## config.mk

```make
export PLATFORM = sky130hd
export DESIGN_NAME = cis_sequencer
export DESIGN_NICKNAME = d
export VERILOG_FILES = /design/src/cis_pkg.sv /design/src/cis_sequencer.sv
export VERILOG_INCLUDE_DIRS = /design/src /design/src/src
export SDC_FILE = /design/constraint.sdc
export NUM_CORES = 1
export LEC_CHECK = 0
export BUFFER_PORTS_ARGS = -buffer_cell sky130_fd_sc_hd__buf_4
export CELL_PAD_IN_SITES_DETAIL_PLACEMENT = 1
export CELL_PAD_IN_SITES_GLOBAL_PLACEMENT = 1
export CORE_AREA = 2 2 177 179
export DETAILED_ROUTE_END_ITERATION = 8
export DIE_AREA = 0 0 179 181
export PLACE_DENSITY_LB_ADDON = 0.15
export SYNTH_ARGS = -nofsm -noshare
export SYNTH_HDL_FRONTEND = slang
export SYNTH_SLANG_ARGS = --single-unit
```

## constraint.sdc

```tcl
create_clock -name clock -period 4.4 [get_ports clock]
set_input_delay 0.44 -clock clock [delete_from_list [all_inputs] [get_ports clock]]
set_output_delay 0.44 -clock clock [all_outputs]
set_load 0.03 [all_outputs]
```

## src/cis_cfg.svh

```systemverilog
`ifndef CIS_CFG_SVH
`define CIS_CFG_SVH
`define CIS_OFS_INSTR    8'h00
`define CIS_OFS_ADDR     8'h04
`define CIS_OFS_DATA     8'h08
`define CIS_OFS_CTRL     8'h0C
`define CIS_OFS_FLAGS    8'h10
`define CIS_OFS_STATUS   8'h14
`define CIS_OFS_DUMMY    8'h18
`define CIS_FLAGS_RST    8'h00
`define CIS_FLAG_N       7
`define CIS_FLAG_V       6
`define CIS_FLAG_D       3
`define CIS_FLAG_Z       1
`define CIS_FLAG_C       0
`define CIS_CTRL_GO      0
`define CIS_CTRL_RESET   1
`define CIS_CTRL_IRQ     2
`define CIS_INSTR_IDX    16
`define CIS_INSTR_TAKEN  17
`define CIS_SVC_CYCLES   4'h7
`define CIS_RMW_SAME_PG  4'h6
`define CIS_PUSH_WRITES  2'h3
`define CIS_NOP5C_CYCLES 4'h8
`define CIS_OP_SWBREAK   8'h00
`define CIS_OP_INDJUMP   8'h6C
`define CIS_OP_BITIMM    8'h89
`endif

```

## src/cis_pkg.sv

```systemverilog
package cis_pkg;
  typedef enum logic [1:0] {
    S_IDLE = 2'b00,
    S_EXEC = 2'b01,
    S_SVC  = 2'b10,
    S_RST  = 2'b11
  } cis_state_type;

  typedef struct packed {
    cis_state_type state;
    logic [3:0]    count;
    logic          awReady;
    logic          wReady;
    logic          awHeld;
    logic          wHeld;
    logic          bValid;
    logic [1:0]    bResp;
    logic          arReady;
    logic          rValid;
    logic [1:0]    rResp;
    logic [7:0]    awAddr;
    logic [31:0]   wData;
    logic [3:0]    wStrb;
    logic [31:0]   rData;
    logic [31:0]   instr;
    logic [31:0]   addr;
    logic [31:0]   data;
    logic [7:0]    flags;
    logic [7:0]    pendFlags;
    logic [7:0]    atGoFlags;
    logic          irqPend;
    logic          svcDone;
    logic          brkThenSvc;
    logic          lastUndef;
    logic          dummyUsed;
    logic [3:0]    lastCycles;
    logic [1:0]    lastBytes;
    logic [1:0]    rdCnt;
    logic [1:0]    wrCnt;
    logic [15:0]   dummyAddr;
  } cis_regs_type;
endpackage

```

## src/cis_sequencer.sv

```systemverilog
// Register access over AXI4-Lite and the register addresses were decided locally.
`timescale 1ns/1ns
`default_nettype none
`include "cis_cfg.svh"
module cis_sequencer (
  input  wire logic        clock,
  input  wire logic        rst_b,
  input  wire logic [7:0]  awaddr,
  input  wire logic        awvalid,
  output logic             awready,
  input  wire logic [31:0] wdata,
  input  wire logic [3:0]  wstrb,
  input  wire logic        wvalid,
  output logic             wready,
  output logic [1:0]       bresp,
  output logic             bvalid,
  input  wire logic        bready,
  input  wire logic [7:0]  araddr,
  input  wire logic        arvalid,
  output logic             arready,
  output logic [31:0]      rdata,
  output logic [1:0]       rresp,
  output logic             rvalid,
  input  wire logic        rready
);
  cis_pkg::cis_regs_type st_ff;
  cis_pkg::cis_regs_type nxt_st;

  // {undefined, bytes, cycles}
  function automatic logic [6:0] undefInfo(input logic [7:0] op);
    logic [3:0] lo;
    lo = op[3:0];
    if (lo == 4'h3 || lo == 4'h7 || lo == 4'hB || lo == 4'hF) begin
      undefInfo = {1'b1, 2'h1, 4'h1};
    end else if (lo == 4'h2 && !op[4] && op != 8'hA2) begin
      undefInfo = {1'b1, 2'h2, 4'h2};
    end else if (op == 8'h44) begin
      undefInfo = {1'b1, 2'h2, 4'h3};
    end else if (op == 8'h54 || op == 8'hD4 || op == 8'hF4) begin
      undefInfo = {1'b1, 2'h2, 4'h4};
    end else if (op == 8'h5C) begin
      undefInfo = {1'b1, 2'h3, `CIS_NOP5C_CYCLES};
    end else if (op == 8'hDC || op == 8'hFC) begin
      undefInfo = {1'b1, 2'h3, 4'h4};
    end else begin
      undefInfo = 7'h00;
    end
  endfunction

  function automatic logic isRmwMem(input logic [7:0] op);
    logic okGroup;
    okGroup = op[7:5] != 3'h4 && op[7:5] != 3'h5;
    isRmwMem = (okGroup && (op[3:0] == 4'h6 || op[3:0] == 4'hE)) || isTestBits(op);
  endfunction

  function automatic logic isTestBits(input logic [7:0] op);
    isTestBits = op == 8'h04 || op == 8'h0C || op == 8'h14 || op == 8'h1C;
  endfunction

  function automatic logic isArith(input logic [7:0] op);
    logic [3:0] lo;
    lo = op[3:0];
    isArith = (op[6:5] == 2'h3) && (lo == 4'h1 || lo == 4'h5 || lo == 4'h9 || lo == 4'hD ||
              (lo == 4'h2 && op[4]));
  endfunction

  // {carry, overflow, result}
  function automatic logic [9:0] addSub(input logic [7:0] a, input logic [7:0] m,
                                        input logic c, input logic dec, input logic sub);
    logic [7:0] mm;
    logic [8:0] bin;
    logic [4:0] lo;
    logic [4:0] hi;
    logic       v;
    mm  = sub ? ~m : m;
    bin = {1'b0, a} + {1'b0, mm} + {8'h00, c};
    v   = (a[7] == mm[7]) && (bin[7] != a[7]);
    lo  = 5'h00;
    hi  = 5'h00;
    if (!dec) begin
      addSub = {bin[8], v, bin[7:0]};
    end else if (!sub) begin
      lo = {1'b0, a[3:0]} + {1'b0, m[3:0]} + {4'h0, c};
      if (lo > 5'h09) lo = lo + 5'h06;
      hi = {1'b0, a[7:4]} + {1'b0, m[7:4]} + {4'h0, lo[4]};
      if (hi > 5'h09) hi = hi + 5'h06;
      addSub = {hi[4], v, hi[3:0], lo[3:0]};
    end else begin
      lo = {1'b0, a[3:0]} - {1'b0, m[3:0]} - {4'h0, !c};
      if (lo[4]) lo = lo - 5'h06;
      hi = {1'b0, a[7:4]} - {1'b0, m[7:4]} - {4'h0, lo[4]};
      if (hi[4]) hi = hi - 5'h06;
      addSub = {!hi[4], v, hi[3:0], lo[3:0]};
    end
  endfunction

  logic [7:0]  op;
  logic [15:0] baseAddr;
  logic [7:0]  idx;
  logic [7:0]  regA;
  logic [7:0]  regM;
  logic [15:0] effAddr;
  logic [15:0] brTarget;
  logic        crossPage;
  logic        brFar;
  logic [6:0]  undef;
  logic        isBranch;
  logic        exempt;
  logic        rmwAbsX;
  logic        addCross;
  logic [3:0]  addBranch;
  logic        addDec;
  logic        addPtr;
  logic [3:0]  totalCycles;
  logic [9:0]  arith;
  logic [7:0]  andAm;
  logic [7:0]  opFlags;
  logic        doWrite;
  logic        goAccept;
  logic        rstAccept;
  logic        irqReq;

  assign op        = st_ff.instr[7:0];
  assign baseAddr  = st_ff.addr[15:0];
  assign idx       = st_ff.addr[23:16];
  assign regA      = st_ff.data[7:0];
  assign regM      = st_ff.data[15:8];
  assign effAddr   = baseAddr + {8'h00, idx};
  assign brTarget  = baseAddr + {{8{idx[7]}}, idx};
  assign crossPage = effAddr[15:8] != baseAddr[15:8];
  assign brFar     = brTarget[15:8] != baseAddr[15:8];
  assign undef     = undefInfo(op);
  assign isBranch  = op == 8'h80 || op[4:0] == 5'h10;
  assign exempt    = op == 8'h9D || op == 8'h99 || op == 8'h91 || op == 8'h9E;
  assign rmwAbsX   = isRmwMem(op) && op[4] && op[3:0] == 4'hE;
  assign addCross  = st_ff.instr[`CIS_INSTR_IDX] && crossPage && !exempt;
  assign addBranch = (isBranch && st_ff.instr[`CIS_INSTR_TAKEN]) ? (brFar ? 4'h2 : 4'h1) : 4'h0;
  assign addDec    = isArith(op) && st_ff.flags[`CIS_FLAG_D];
  assign addPtr    = op == `CIS_OP_INDJUMP && baseAddr[7:0] == 8'hFF;
  assign arith     = addSub(regA, regM, st_ff.flags[`CIS_FLAG_C], st_ff.flags[`CIS_FLAG_D], op[7]);
  assign andAm     = regA & regM;

  always_comb begin
    totalCycles = st_ff.instr[11:8] + {3'h0, addCross} + addBranch + {3'h0, addDec} + {3'h0, addPtr};
    if (undef[6]) begin
      totalCycles = undef[3:0];
    end else if (rmwAbsX) begin
      totalCycles = `CIS_RMW_SAME_PG + {3'h0, crossPage};
    end
  end

  always_comb begin
    opFlags = st_ff.flags;
    if (undef[6]) begin
      opFlags = st_ff.flags;
    end else if (op == `CIS_OP_BITIMM) begin
      opFlags[`CIS_FLAG_Z] = andAm == 8'h00;
    end else if (isTestBits(op) || op == 8'h24 || op == 8'h2C || op == 8'h34 || op == 8'h3C) begin
      opFlags[`CIS_FLAG_Z] = andAm == 8'h00;
      if (!isTestBits(op)) begin
        opFlags[`CIS_FLAG_N] = regM[7];
        opFlags[`CIS_FLAG_V] = regM[6];
      end
    end else if (isArith(op)) begin
      opFlags[`CIS_FLAG_N] = arith[7];
      opFlags[`CIS_FLAG_Z] = arith[7:0] == 8'h00;
      opFlags[`CIS_FLAG_V] = arith[8];
      opFlags[`CIS_FLAG_C] = arith[9];
    end
  end

  assign doWrite   = st_ff.awHeld && st_ff.wHeld && !st_ff.bValid;
  assign goAccept  = doWrite && st_ff.awAddr == `CIS_OFS_CTRL && st_ff.wStrb[0] &&
                     st_ff.wData[`CIS_CTRL_GO] && !st_ff.wData[`CIS_CTRL_RESET] &&
                     st_ff.state == cis_pkg::S_IDLE && !st_ff.irqPend;
  assign rstAccept = doWrite && st_ff.awAddr == `CIS_OFS_CTRL && st_ff.wStrb[0] &&
                     st_ff.wData[`CIS_CTRL_RESET] && st_ff.state == cis_pkg::S_IDLE;
  assign irqReq    = doWrite && st_ff.awAddr == `CIS_OFS_CTRL && st_ff.wStrb[0] &&
                     st_ff.wData[`CIS_CTRL_IRQ];

  always_comb begin
    nxt_st = st_ff;
    // register bus
    if (awvalid && st_ff.awReady) begin
      nxt_st.awHeld = 1'b1;
      nxt_st.awAddr = awaddr;
    end
    if (wvalid && st_ff.wReady) begin
      nxt_st.wHeld = 1'b1;
      nxt_st.wData = wdata;
      nxt_st.wStrb = wstrb;
    end
    if (st_ff.bValid && bready) begin
      nxt_st.bValid = 1'b0;
    end
    if (doWrite) begin
      nxt_st.awHeld = 1'b0;
      nxt_st.wHeld  = 1'b0;
      nxt_st.bValid = 1'b1;
      nxt_st.bResp  = 2'h0;
      for (int i = 0; i < 4; i++) begin
        if (st_ff.wStrb[i]) begin
          case (st_ff.awAddr)
            `CIS_OFS_INSTR: nxt_st.instr[i*8 +: 8] = st_ff.wData[i*8 +: 8];
            `CIS_OFS_ADDR:  nxt_st.addr[i*8 +: 8]  = st_ff.wData[i*8 +: 8];
            `CIS_OFS_DATA:  nxt_st.data[i*8 +: 8]  = st_ff.wData[i*8 +: 8];
            default: ;
          endcase
        end
      end
      if (st_ff.awAddr == `CIS_OFS_FLAGS && st_ff.wStrb[0] && st_ff.state == cis_pkg::S_IDLE) begin
        nxt_st.flags = st_ff.wData[7:0];
      end
      if (!(st_ff.awAddr inside {`CIS_OFS_INSTR, `CIS_OFS_ADDR, `CIS_OFS_DATA, `CIS_OFS_CTRL,
                                 `CIS_OFS_FLAGS, `CIS_OFS_STATUS, `CIS_OFS_DUMMY})) begin
        nxt_st.bResp = 2'h2;
      end
    end
    nxt_st.awReady = !nxt_st.awHeld && !nxt_st.bValid;
    nxt_st.wReady  = !nxt_st.wHeld && !nxt_st.bValid;
    if (st_ff.rValid && rready) begin
      nxt_st.rValid = 1'b0;
    end
    if (arvalid && st_ff.arReady) begin
      nxt_st.rValid = 1'b1;
      nxt_st.rResp  = 2'h0;
      case (araddr)
        `CIS_OFS_INSTR:  nxt_st.rData = st_ff.instr;
        `CIS_OFS_ADDR:   nxt_st.rData = st_ff.addr;
        `CIS_OFS_DATA:   nxt_st.rData = st_ff.data;
        `CIS_OFS_CTRL:   nxt_st.rData = {29'h0, st_ff.irqPend, 1'b0, st_ff.state != cis_pkg::S_IDLE};
        `CIS_OFS_FLAGS:  nxt_st.rData = {24'h0, st_ff.flags};
        `CIS_OFS_STATUS: nxt_st.rData = {12'h0, st_ff.brkThenSvc, st_ff.svcDone, st_ff.dummyUsed,
                                         st_ff.lastUndef, 2'h0, st_ff.wrCnt, st_ff.rdCnt,
                                         st_ff.lastBytes, st_ff.lastCycles, st_ff.count};
        `CIS_OFS_DUMMY:  nxt_st.rData = {16'h0, st_ff.dummyAddr};
        default: begin
          nxt_st.rData = 32'h0000_0000;
          nxt_st.rResp = 2'h2;
        end
      endcase
    end
    nxt_st.arReady = !nxt_st.rValid;
    // sequencing engine
    case (st_ff.state)
      cis_pkg::S_IDLE: begin
        if (rstAccept) begin
          nxt_st.state     = cis_pkg::S_RST;
          nxt_st.count     = `CIS_SVC_CYCLES;
          nxt_st.rdCnt     = 2'h0;
          nxt_st.wrCnt     = `CIS_PUSH_WRITES;
          nxt_st.flags[`CIS_FLAG_D] = 1'b0;
        end else if (st_ff.irqPend) begin
          nxt_st.state     = cis_pkg::S_SVC;
          nxt_st.count     = `CIS_SVC_CYCLES;
          nxt_st.irqPend   = 1'b0;
          nxt_st.svcDone   = 1'b0;
          nxt_st.brkThenSvc = 1'b0;
          nxt_st.rdCnt     = 2'h0;
          nxt_st.wrCnt     = `CIS_PUSH_WRITES;
          nxt_st.flags[`CIS_FLAG_D] = 1'b0;
        end else if (goAccept) begin
          nxt_st.state      = cis_pkg::S_EXEC;
          nxt_st.count      = totalCycles;
          nxt_st.lastCycles = totalCycles;
          nxt_st.lastBytes  = undef[6] ? undef[5:4] : st_ff.instr[13:12];
          nxt_st.lastUndef  = undef[6];
          nxt_st.pendFlags  = opFlags;
          nxt_st.atGoFlags  = st_ff.flags;
          nxt_st.svcDone    = 1'b0;
          nxt_st.brkThenSvc = 1'b0;
          nxt_st.rdCnt      = isRmwMem(op) && !undef[6] ? 2'h2 : 2'h0;
          nxt_st.wrCnt      = isRmwMem(op) && !undef[6] ? 2'h1 : 2'h0;
          nxt_st.dummyUsed  = !undef[6] && (rmwAbsX ? crossPage : addCross);
          nxt_st.dummyAddr  = st_ff.data[31:16] + {14'h0, st_ff.instr[13:12]} - 16'h0001;
        end
      end
      cis_pkg::S_EXEC: begin
        nxt_st.count = st_ff.count - 4'h1;
        if (st_ff.count == 4'h1) begin
          nxt_st.flags = st_ff.pendFlags;
          if (st_ff.irqPend) begin
            // the break completes first, then the interrupt is taken
            nxt_st.state      = cis_pkg::S_SVC;
            nxt_st.count      = `CIS_SVC_CYCLES;
            nxt_st.irqPend    = 1'b0;
            nxt_st.brkThenSvc = op == `CIS_OP_SWBREAK;
            nxt_st.rdCnt      = 2'h0;
            nxt_st.wrCnt      = `CIS_PUSH_WRITES;
            nxt_st.flags[`CIS_FLAG_D] = 1'b0;
          end else begin
            nxt_st.state = cis_pkg::S_IDLE;
          end
        end
      end
      cis_pkg::S_SVC, cis_pkg::S_RST: begin
        nxt_st.count = st_ff.count - 4'h1;
        if (st_ff.count == 4'h1) begin
          nxt_st.state   = cis_pkg::S_IDLE;
          nxt_st.svcDone = st_ff.state == cis_pkg::S_SVC;
        end
      end
      default: nxt_st.state = cis_pkg::S_IDLE;
    endcase
    // a request arriving as the pending bit is consumed is kept
    if (irqReq) begin
      nxt_st.irqPend = 1'b1;
    end
  end

  always_ff @(posedge clock or negedge rst_b) begin
    if (!rst_b) begin
      st_ff         <= '0;
      st_ff.flags   <= `CIS_FLAGS_RST;
      st_ff.awReady <= 1'b1;
      st_ff.wReady  <= 1'b1;
      st_ff.arReady <= 1'b1;
    end else begin
      st_ff <= nxt_st;
    end
  end

  assign awready = st_ff.awReady;
  assign wready  = st_ff.wReady;
  assign bvalid  = st_ff.bValid;
  assign bresp   = st_ff.bResp;
  assign arready = st_ff.arReady;
  assign rvalid  = st_ff.rValid;
  assign rdata   = st_ff.rData;
  assign rresp   = st_ff.rResp;
endmodule
`default_nettype wire

```

# == Word-level counts from Yosys, hierarchy flattened ==
# Index checks and enable logic that the tools add are counted.
# totals
ff_bits,236
inputBits,59
output_inout_bits,41
# classes
addsub,24
order_cmp,2
eq_ne,67
mux,81
bitwise,4
n_reduce_logical,102
# ops
cell,count
$pmux 32 s7,1
$eq 8x8->1 const B,11
$eq 8x5->1 const B,8
$mux 5,11
$mux 7,6
$reduce_and 3->1,14
$eq 8x4->1 const B,5
$logic_not 8->1,5
$mux 8,5
$logic_and 1x1->1,36
$eq 8x6->1 const B,4
$eq 8x7->1 const B,4
$mux 2,16
$mux 4,8
$mux 30,1
$eq 8x3->1 const B,3
$mux 6,4
$logic_or 1x1->1,23
$eq 4x4->1 const B,5
$mux 10,2
$mux 1,18
$pmux 6 s3,1
$add 16x16->16,1
$add 16x2->16,1
other kinds (44),87

# == Logic depth before layout (Yosys ltp) ==
# logic_depth
ltp_word,19
depth_mapped,21

# == Worst setup path after synthesis ==
# Ideal clock, no wire load.
# synth_timing
kind,reg-to-reg
start,register st_ff[47] in the netlist's numbering
end,register st_ff[40] in the netlist's numbering
t_arrival_ps,4174
slack_ps,130
stages_incl_launch_ff,21
n_path_buf,0
period_less_slack_ps,4270
path_cell_list,dfrtp_1 inv_1 fa_1 inv_1 ha_1 o21ai_0 nand3b_1 xor2_1 a21oi_1 or2_2 fa_1 fa_1 nand2b_1 a21oi_1 xnor2_1 nor3b_1 o22a_1 nand4_1 a211oi_1 a211oi_1 o31ai_1
# synth_between
elab_chain_len,18
# synth_lines
item,line,source
"start, declared",cis_sequencer.sv:26,cis_pkg::cis_regs_type st_ff;
"start signal, assigned",cis_sequencer.sv:319,st_ff <= nxt_st;
$logic_not 1->1,cis_sequencer.sv:89,"lo = {1'b0, a[3:0]} - {1'b0, m[3:0]} - {4'h0, !c};"
$sub 5x1->5,cis_sequencer.sv:89,
$sub 5x3->5,cis_sequencer.sv:90,if (lo[4]) lo = lo - 5'h06;
$mux 5,cis_sequencer.sv:90,
$mux 5,cis_sequencer.sv:82,end else if (!sub) begin
$mux 5,cis_sequencer.sv:80,if (!dec) begin
$sub 5x1->5,cis_sequencer.sv:91,"hi = {1'b0, a[7:4]} - {1'b0, m[7:4]} - {4'h0, lo[4]};"
$sub 5x3->5,cis_sequencer.sv:92,if (hi[4]) hi = hi - 5'h06;
(+2 left out),-,
$mux 5,cis_sequencer.sv:80,
$mux 10,cis_sequencer.sv:82,
$mux 10 *,cis_sequencer.sv:80,
$logic_not 8->1 *,cis_sequencer.sv:166,opFlags[`CIS_FLAG_Z] = arith[7:0] == 8'h00;
$mux 2 *,cis_sequencer.sv:164,end else if (isArith(op)) begin
$mux 1 *,cis_sequencer.sv:158,end else if (isTestBits(op) || op == 8'h24 || op == 8'h2C || op == 8'h34 || op == 8'h3C) begin
$mux 1 *,cis_sequencer.sv:156,end else if (op == `CIS_OP_BITIMM) begin
$mux 2 *,cis_sequencer.sv:154,if (undef[6]) begin
# Mark *: on every way between the ends. The rest lies on a longest branch, timed or not. The select of a mux whose other input is x is not followed.
# A chain may end at the register's enable or synchronous reset.

# == Worst setup path in the final report ==
# layout_timing
start,register st_ff (netlist bit regM[0])
end,register st_ff[40] in the netlist's numbering
# layout_between
elab_chain_len,18
# layout_lines
item,line
$sub 4x4->5,cis_sequencer.sv:89
$sub 5x1->5,cis_sequencer.sv:89
$sub 5x3->5,cis_sequencer.sv:90
$mux 5,cis_sequencer.sv:90
$mux 5,cis_sequencer.sv:82
$mux 5,cis_sequencer.sv:80
$sub 5x1->5,cis_sequencer.sv:91
$sub 5x3->5,cis_sequencer.sv:92
(+2 left out),-
$mux 5,cis_sequencer.sv:80
$mux 10,cis_sequencer.sv:82
$mux 10,cis_sequencer.sv:80
$logic_not 8->1,cis_sequencer.sv:166
$mux 2,cis_sequencer.sv:164
$mux 1,cis_sequencer.sv:158
$mux 1 *,cis_sequencer.sv:156
$mux 2 *,cis_sequencer.sv:154
# Marked as above.

==> flow_metrics.py <==
metrics = {
    "run_status": {
        "status": "finished, violations left",
        "violations": "hold timing",
    },
    "layout": {
        "seq_area_um2": 5840,
        "n_fill_cell": 3300,
        "fin_nets": 1477,
        "multiInputGateArea_um2": 6950,
        "fin_area_um2": 15600,
        "area_delta_synth_final_pct": 17.0,
        "layout-drive-gt1-share_pct": 29.1,
        "antenna_cells": 0,
    },
    "synthesis": {
        "synthArstFlopShare_pct": 100,
        "ys.flop_type": "dfrtp_1",
        "yosysSeqAreaShare_pct": 43.8,
        "synth-seq-cells": 233,
        "syn_area_um2": 13300,
        "synthesis.instances": 1245,
        "yosysWarnings": 0,
        "synth-edff-count": 0,
        "synth_cell_types": 74,
        "avgSynthCellArea_um2": 10.7,
    },
    "placed_design": {
        "numPortBuffers": 97,
        "routabilityCongestion": 0.887,
        "dpl_cell_area_um2": 14500,
        "dpl_worst_slack_ns": -0.280,
        "hpwl_um": 28900,
    },
    "run": {
        "maxCapViolations": 0,
    },
    "sta": {
        "max_freq_ghz": 0.228,
        "worst_pin_slew_ns": 1.18,
        "drv_slew": 0,
        "min_period_ns": 4.39,
        "slew_headroom_pct": 21.2,
        "rsz0062_at_grt": "yes",
        "finalCritPeriodShare_pct": 99.9,
        "fin_skew_ns": 0.0153,
        "hold_viol_final": 16,
        "whs_ns": -0.0501,
        "finalSetupViolations": 0,
        "setup_ws_ns": 0.00531,
    },
    "clock_tree": {
        "clock_latency_ns": 0.55,
        "cts_tree": "done",
        "cts_buffers": 27,
        "holdBufCountCts": 0,
        "clock-sinks": 233,
        "cts-htree-levels": 1,
        "cts_max_path_buffers": 3,
        "root_buffer": "clkbuf_16",
        "clkTransAtPathRegs_ns": 0.06,
    },
    "drt": {
        "drc": 0,
        "drt-vias-per-instance": 5.72,
        "ant_nets": 0,
        "via_count": 10000,
        "firstDrtPassIters": 5,
        "drt-initial-drc-count": 449,
        "wl_per_cell_um": 22.4,
        "drt_wl_total_um": 39300,
    },
    "critical_path": {
        "cp_cell_sequence": "inv_2 > fa_1 > inv_1 > ha_2 > o21ai_2 > nand3b_1 > xor2_2 > a21oi_2 > or2_4 > fa_2 > fa_2 > nand2b_4 > a21oi_4 > xnor2_4 > nor3b_2 > o22a_1 > nand4_1 > a211oi_2 > a211oi_1 > o31ai_1",
        "path_buf_inv": 2,
        "cp-end-kind": "register",
        "critPathLaunchType": "register",
        "worstReg2RegEnd": "st_ff[40]$_DFFE_PN0P_",
        "cp_top_family": "adder cells",
        "critPathSlowestCell": "fa_1",
        "path_max_fanout": 4,
        "r2r_start": "regM[0]$_DFFE_PN0P_",
        "slowest_delay_ns": 0.58,
        "crit_type": "register to register",
        "crit_cells": 20,
        "crit_required_ns": 4.84,
        "crit_arrival_ns": 4.84,
        "crit_top_cell": "fa_2",
        "reg2reg_depth": 20,
        "r2r_slack_ns": 0.005,
    },
    "power": {
        "power_leakage_nw": 7.39,
        "power_density_nw_per_um2": 517,
        "ir_drop_uv": 415,
    },
    "die": {
        "dieArea_um2": 32400,
        "die_y_um": 181,
        "start_util_pct": 43.8,
        "coreArea_um2": 30300,
        "ioPinCount": 100,
        "rows": 64,
        "die_w_um": 179,
    },
    "min_path": {
        "hp-class": "input pin to async pin",
    },
    "global_routing": {
        "grt_pass1_wl_um": 61900,
        "grt_pass1_vias": 10800,
        "grt_util_all_layers_pct": 24.8,
        "antenna_found_initial": 0,
        "grt_max_degree": 125,
        "overflow": 0,
    },
}
## routing by layer
metal  GRT usage, %  routed length (µm)
met2           39.9               18500
met4           8.78                1550
met5              0                   0
met1           33.2               17100
met3           4.82                2120
## per-stage QoR
step	power, mW	setup TNS, ns	instances	util [%]
finish	8.05	0	1755	51.3
global route	8.53	-0.381	1755	51.3
CTS	7.98	0	1752	50.9
detailed placement	5.47	-0.462	1700	47.6
global placement	5.36	-0.0100	1700	47.6
floorplan	4.52	0	1246	-
## final cells by class
type                       count  area share [%]
clock inverter                 7           0.803
tap                          396            3.18
timing repair buffer         147            7.13
multi-input combinational    864            44.6
sequential                   233            37.5
inverter                      65            1.57
clock buffer                  43            5.24
## cell usage after synthesis (all sizes together) (23+ instances only)
cell type,count,area [µm²]
a21oi,43,215
a22o,24,210
buf,42,295
clkbuf,42,158
dfrtp,230,5760
ha,66,826
inv,65,244
mux2,149,1680
mux2i,27,270
nand2,98,368
nand3,33,165
nor2,65,244
o21ai,81,409
xnor2,23,201
xor2,30,263
## sequential cells by signal, indices dropped and copies added (netlist names), 4 cells and up
register  flops
st_ff       142
rdata        32
idx           8
baseAddr     16
regA          8
opFlags       4
regM          8
op            8
## how the worst max path moves through the flow
stage | startpoint | end | slack [ns]
2_1_floorplan | st_ff[47]$_DFF_PN0_ | st_ff[40]$_DFFE_PN0P_ | 0.13
3_3_place_gp | st_ff[47]$_DFF_PN0_ | st_ff[40]$_DFFE_PN0P_ | -0.01
3_5_place_dp | st_ff[47]$_DFF_PN0_ | st_ff[40]$_DFFE_PN0P_ | -0.28
4_1_cts | st_ff[47]$_DFF_PN0_ | st_ff[40]$_DFFE_PN0P_ | 0.01
5_1_grt | regM[0]$_DFFE_PN0P_ | st_ff[40]$_DFFE_PN0P_ | -0.26
6_report | regM[0]$_DFFE_PN0P_ | st_ff[40]$_DFFE_PN0P_ | 0.005
## power by group
part	internal, mW	total (mW)	switching [mW]	leakage (nW)
logic	1.35	2.67	1.33	3.80
clock network	1.45	2.37	0.923	0.464
registers	2.52	3.01	0.492	3.12
## cells in the final DEF (no fill, tap or decap), drive strengths merged, types with 7 or more instances in the layout
cell and n:
ha 66, a21oi 43, inv 66, o211ai 8, o21ai 81, nand4 9, clkbuf 43, a211oi 8
nor2 65, a21o 15, buf 147, mux2 149, xor2 30, a22oi 22, a22o 24, nand2b 10
nor3 18, nor3b 7, mux2i 27, or2 8, dfrtp 230, nand3 33, fa 14, a222oi 8
xnor2 23, nand2 98, nor2b 10
## logic make-up after synthesis
logic type | Yosys count | synth area share (%)
simple gates | 286 | 10.3
compound gates | 261 | 13.2
flops | 233 | 43.8
mux | 182 | 15.7
buf+inv | 149 | 5.24
fa+ha+maj | 80 | 8.31
xor+xnor | 53 | 3.49
other cells | 1 | 0.0282
## repair_timing
item	CTS	global route
cloned	0	0
pin swaps	4	18
setup buffers	2	3
endpoints found under the setup margin	2	11
resized for setup	11	21
No activity file was read; power rests on OpenSTA's default activity.
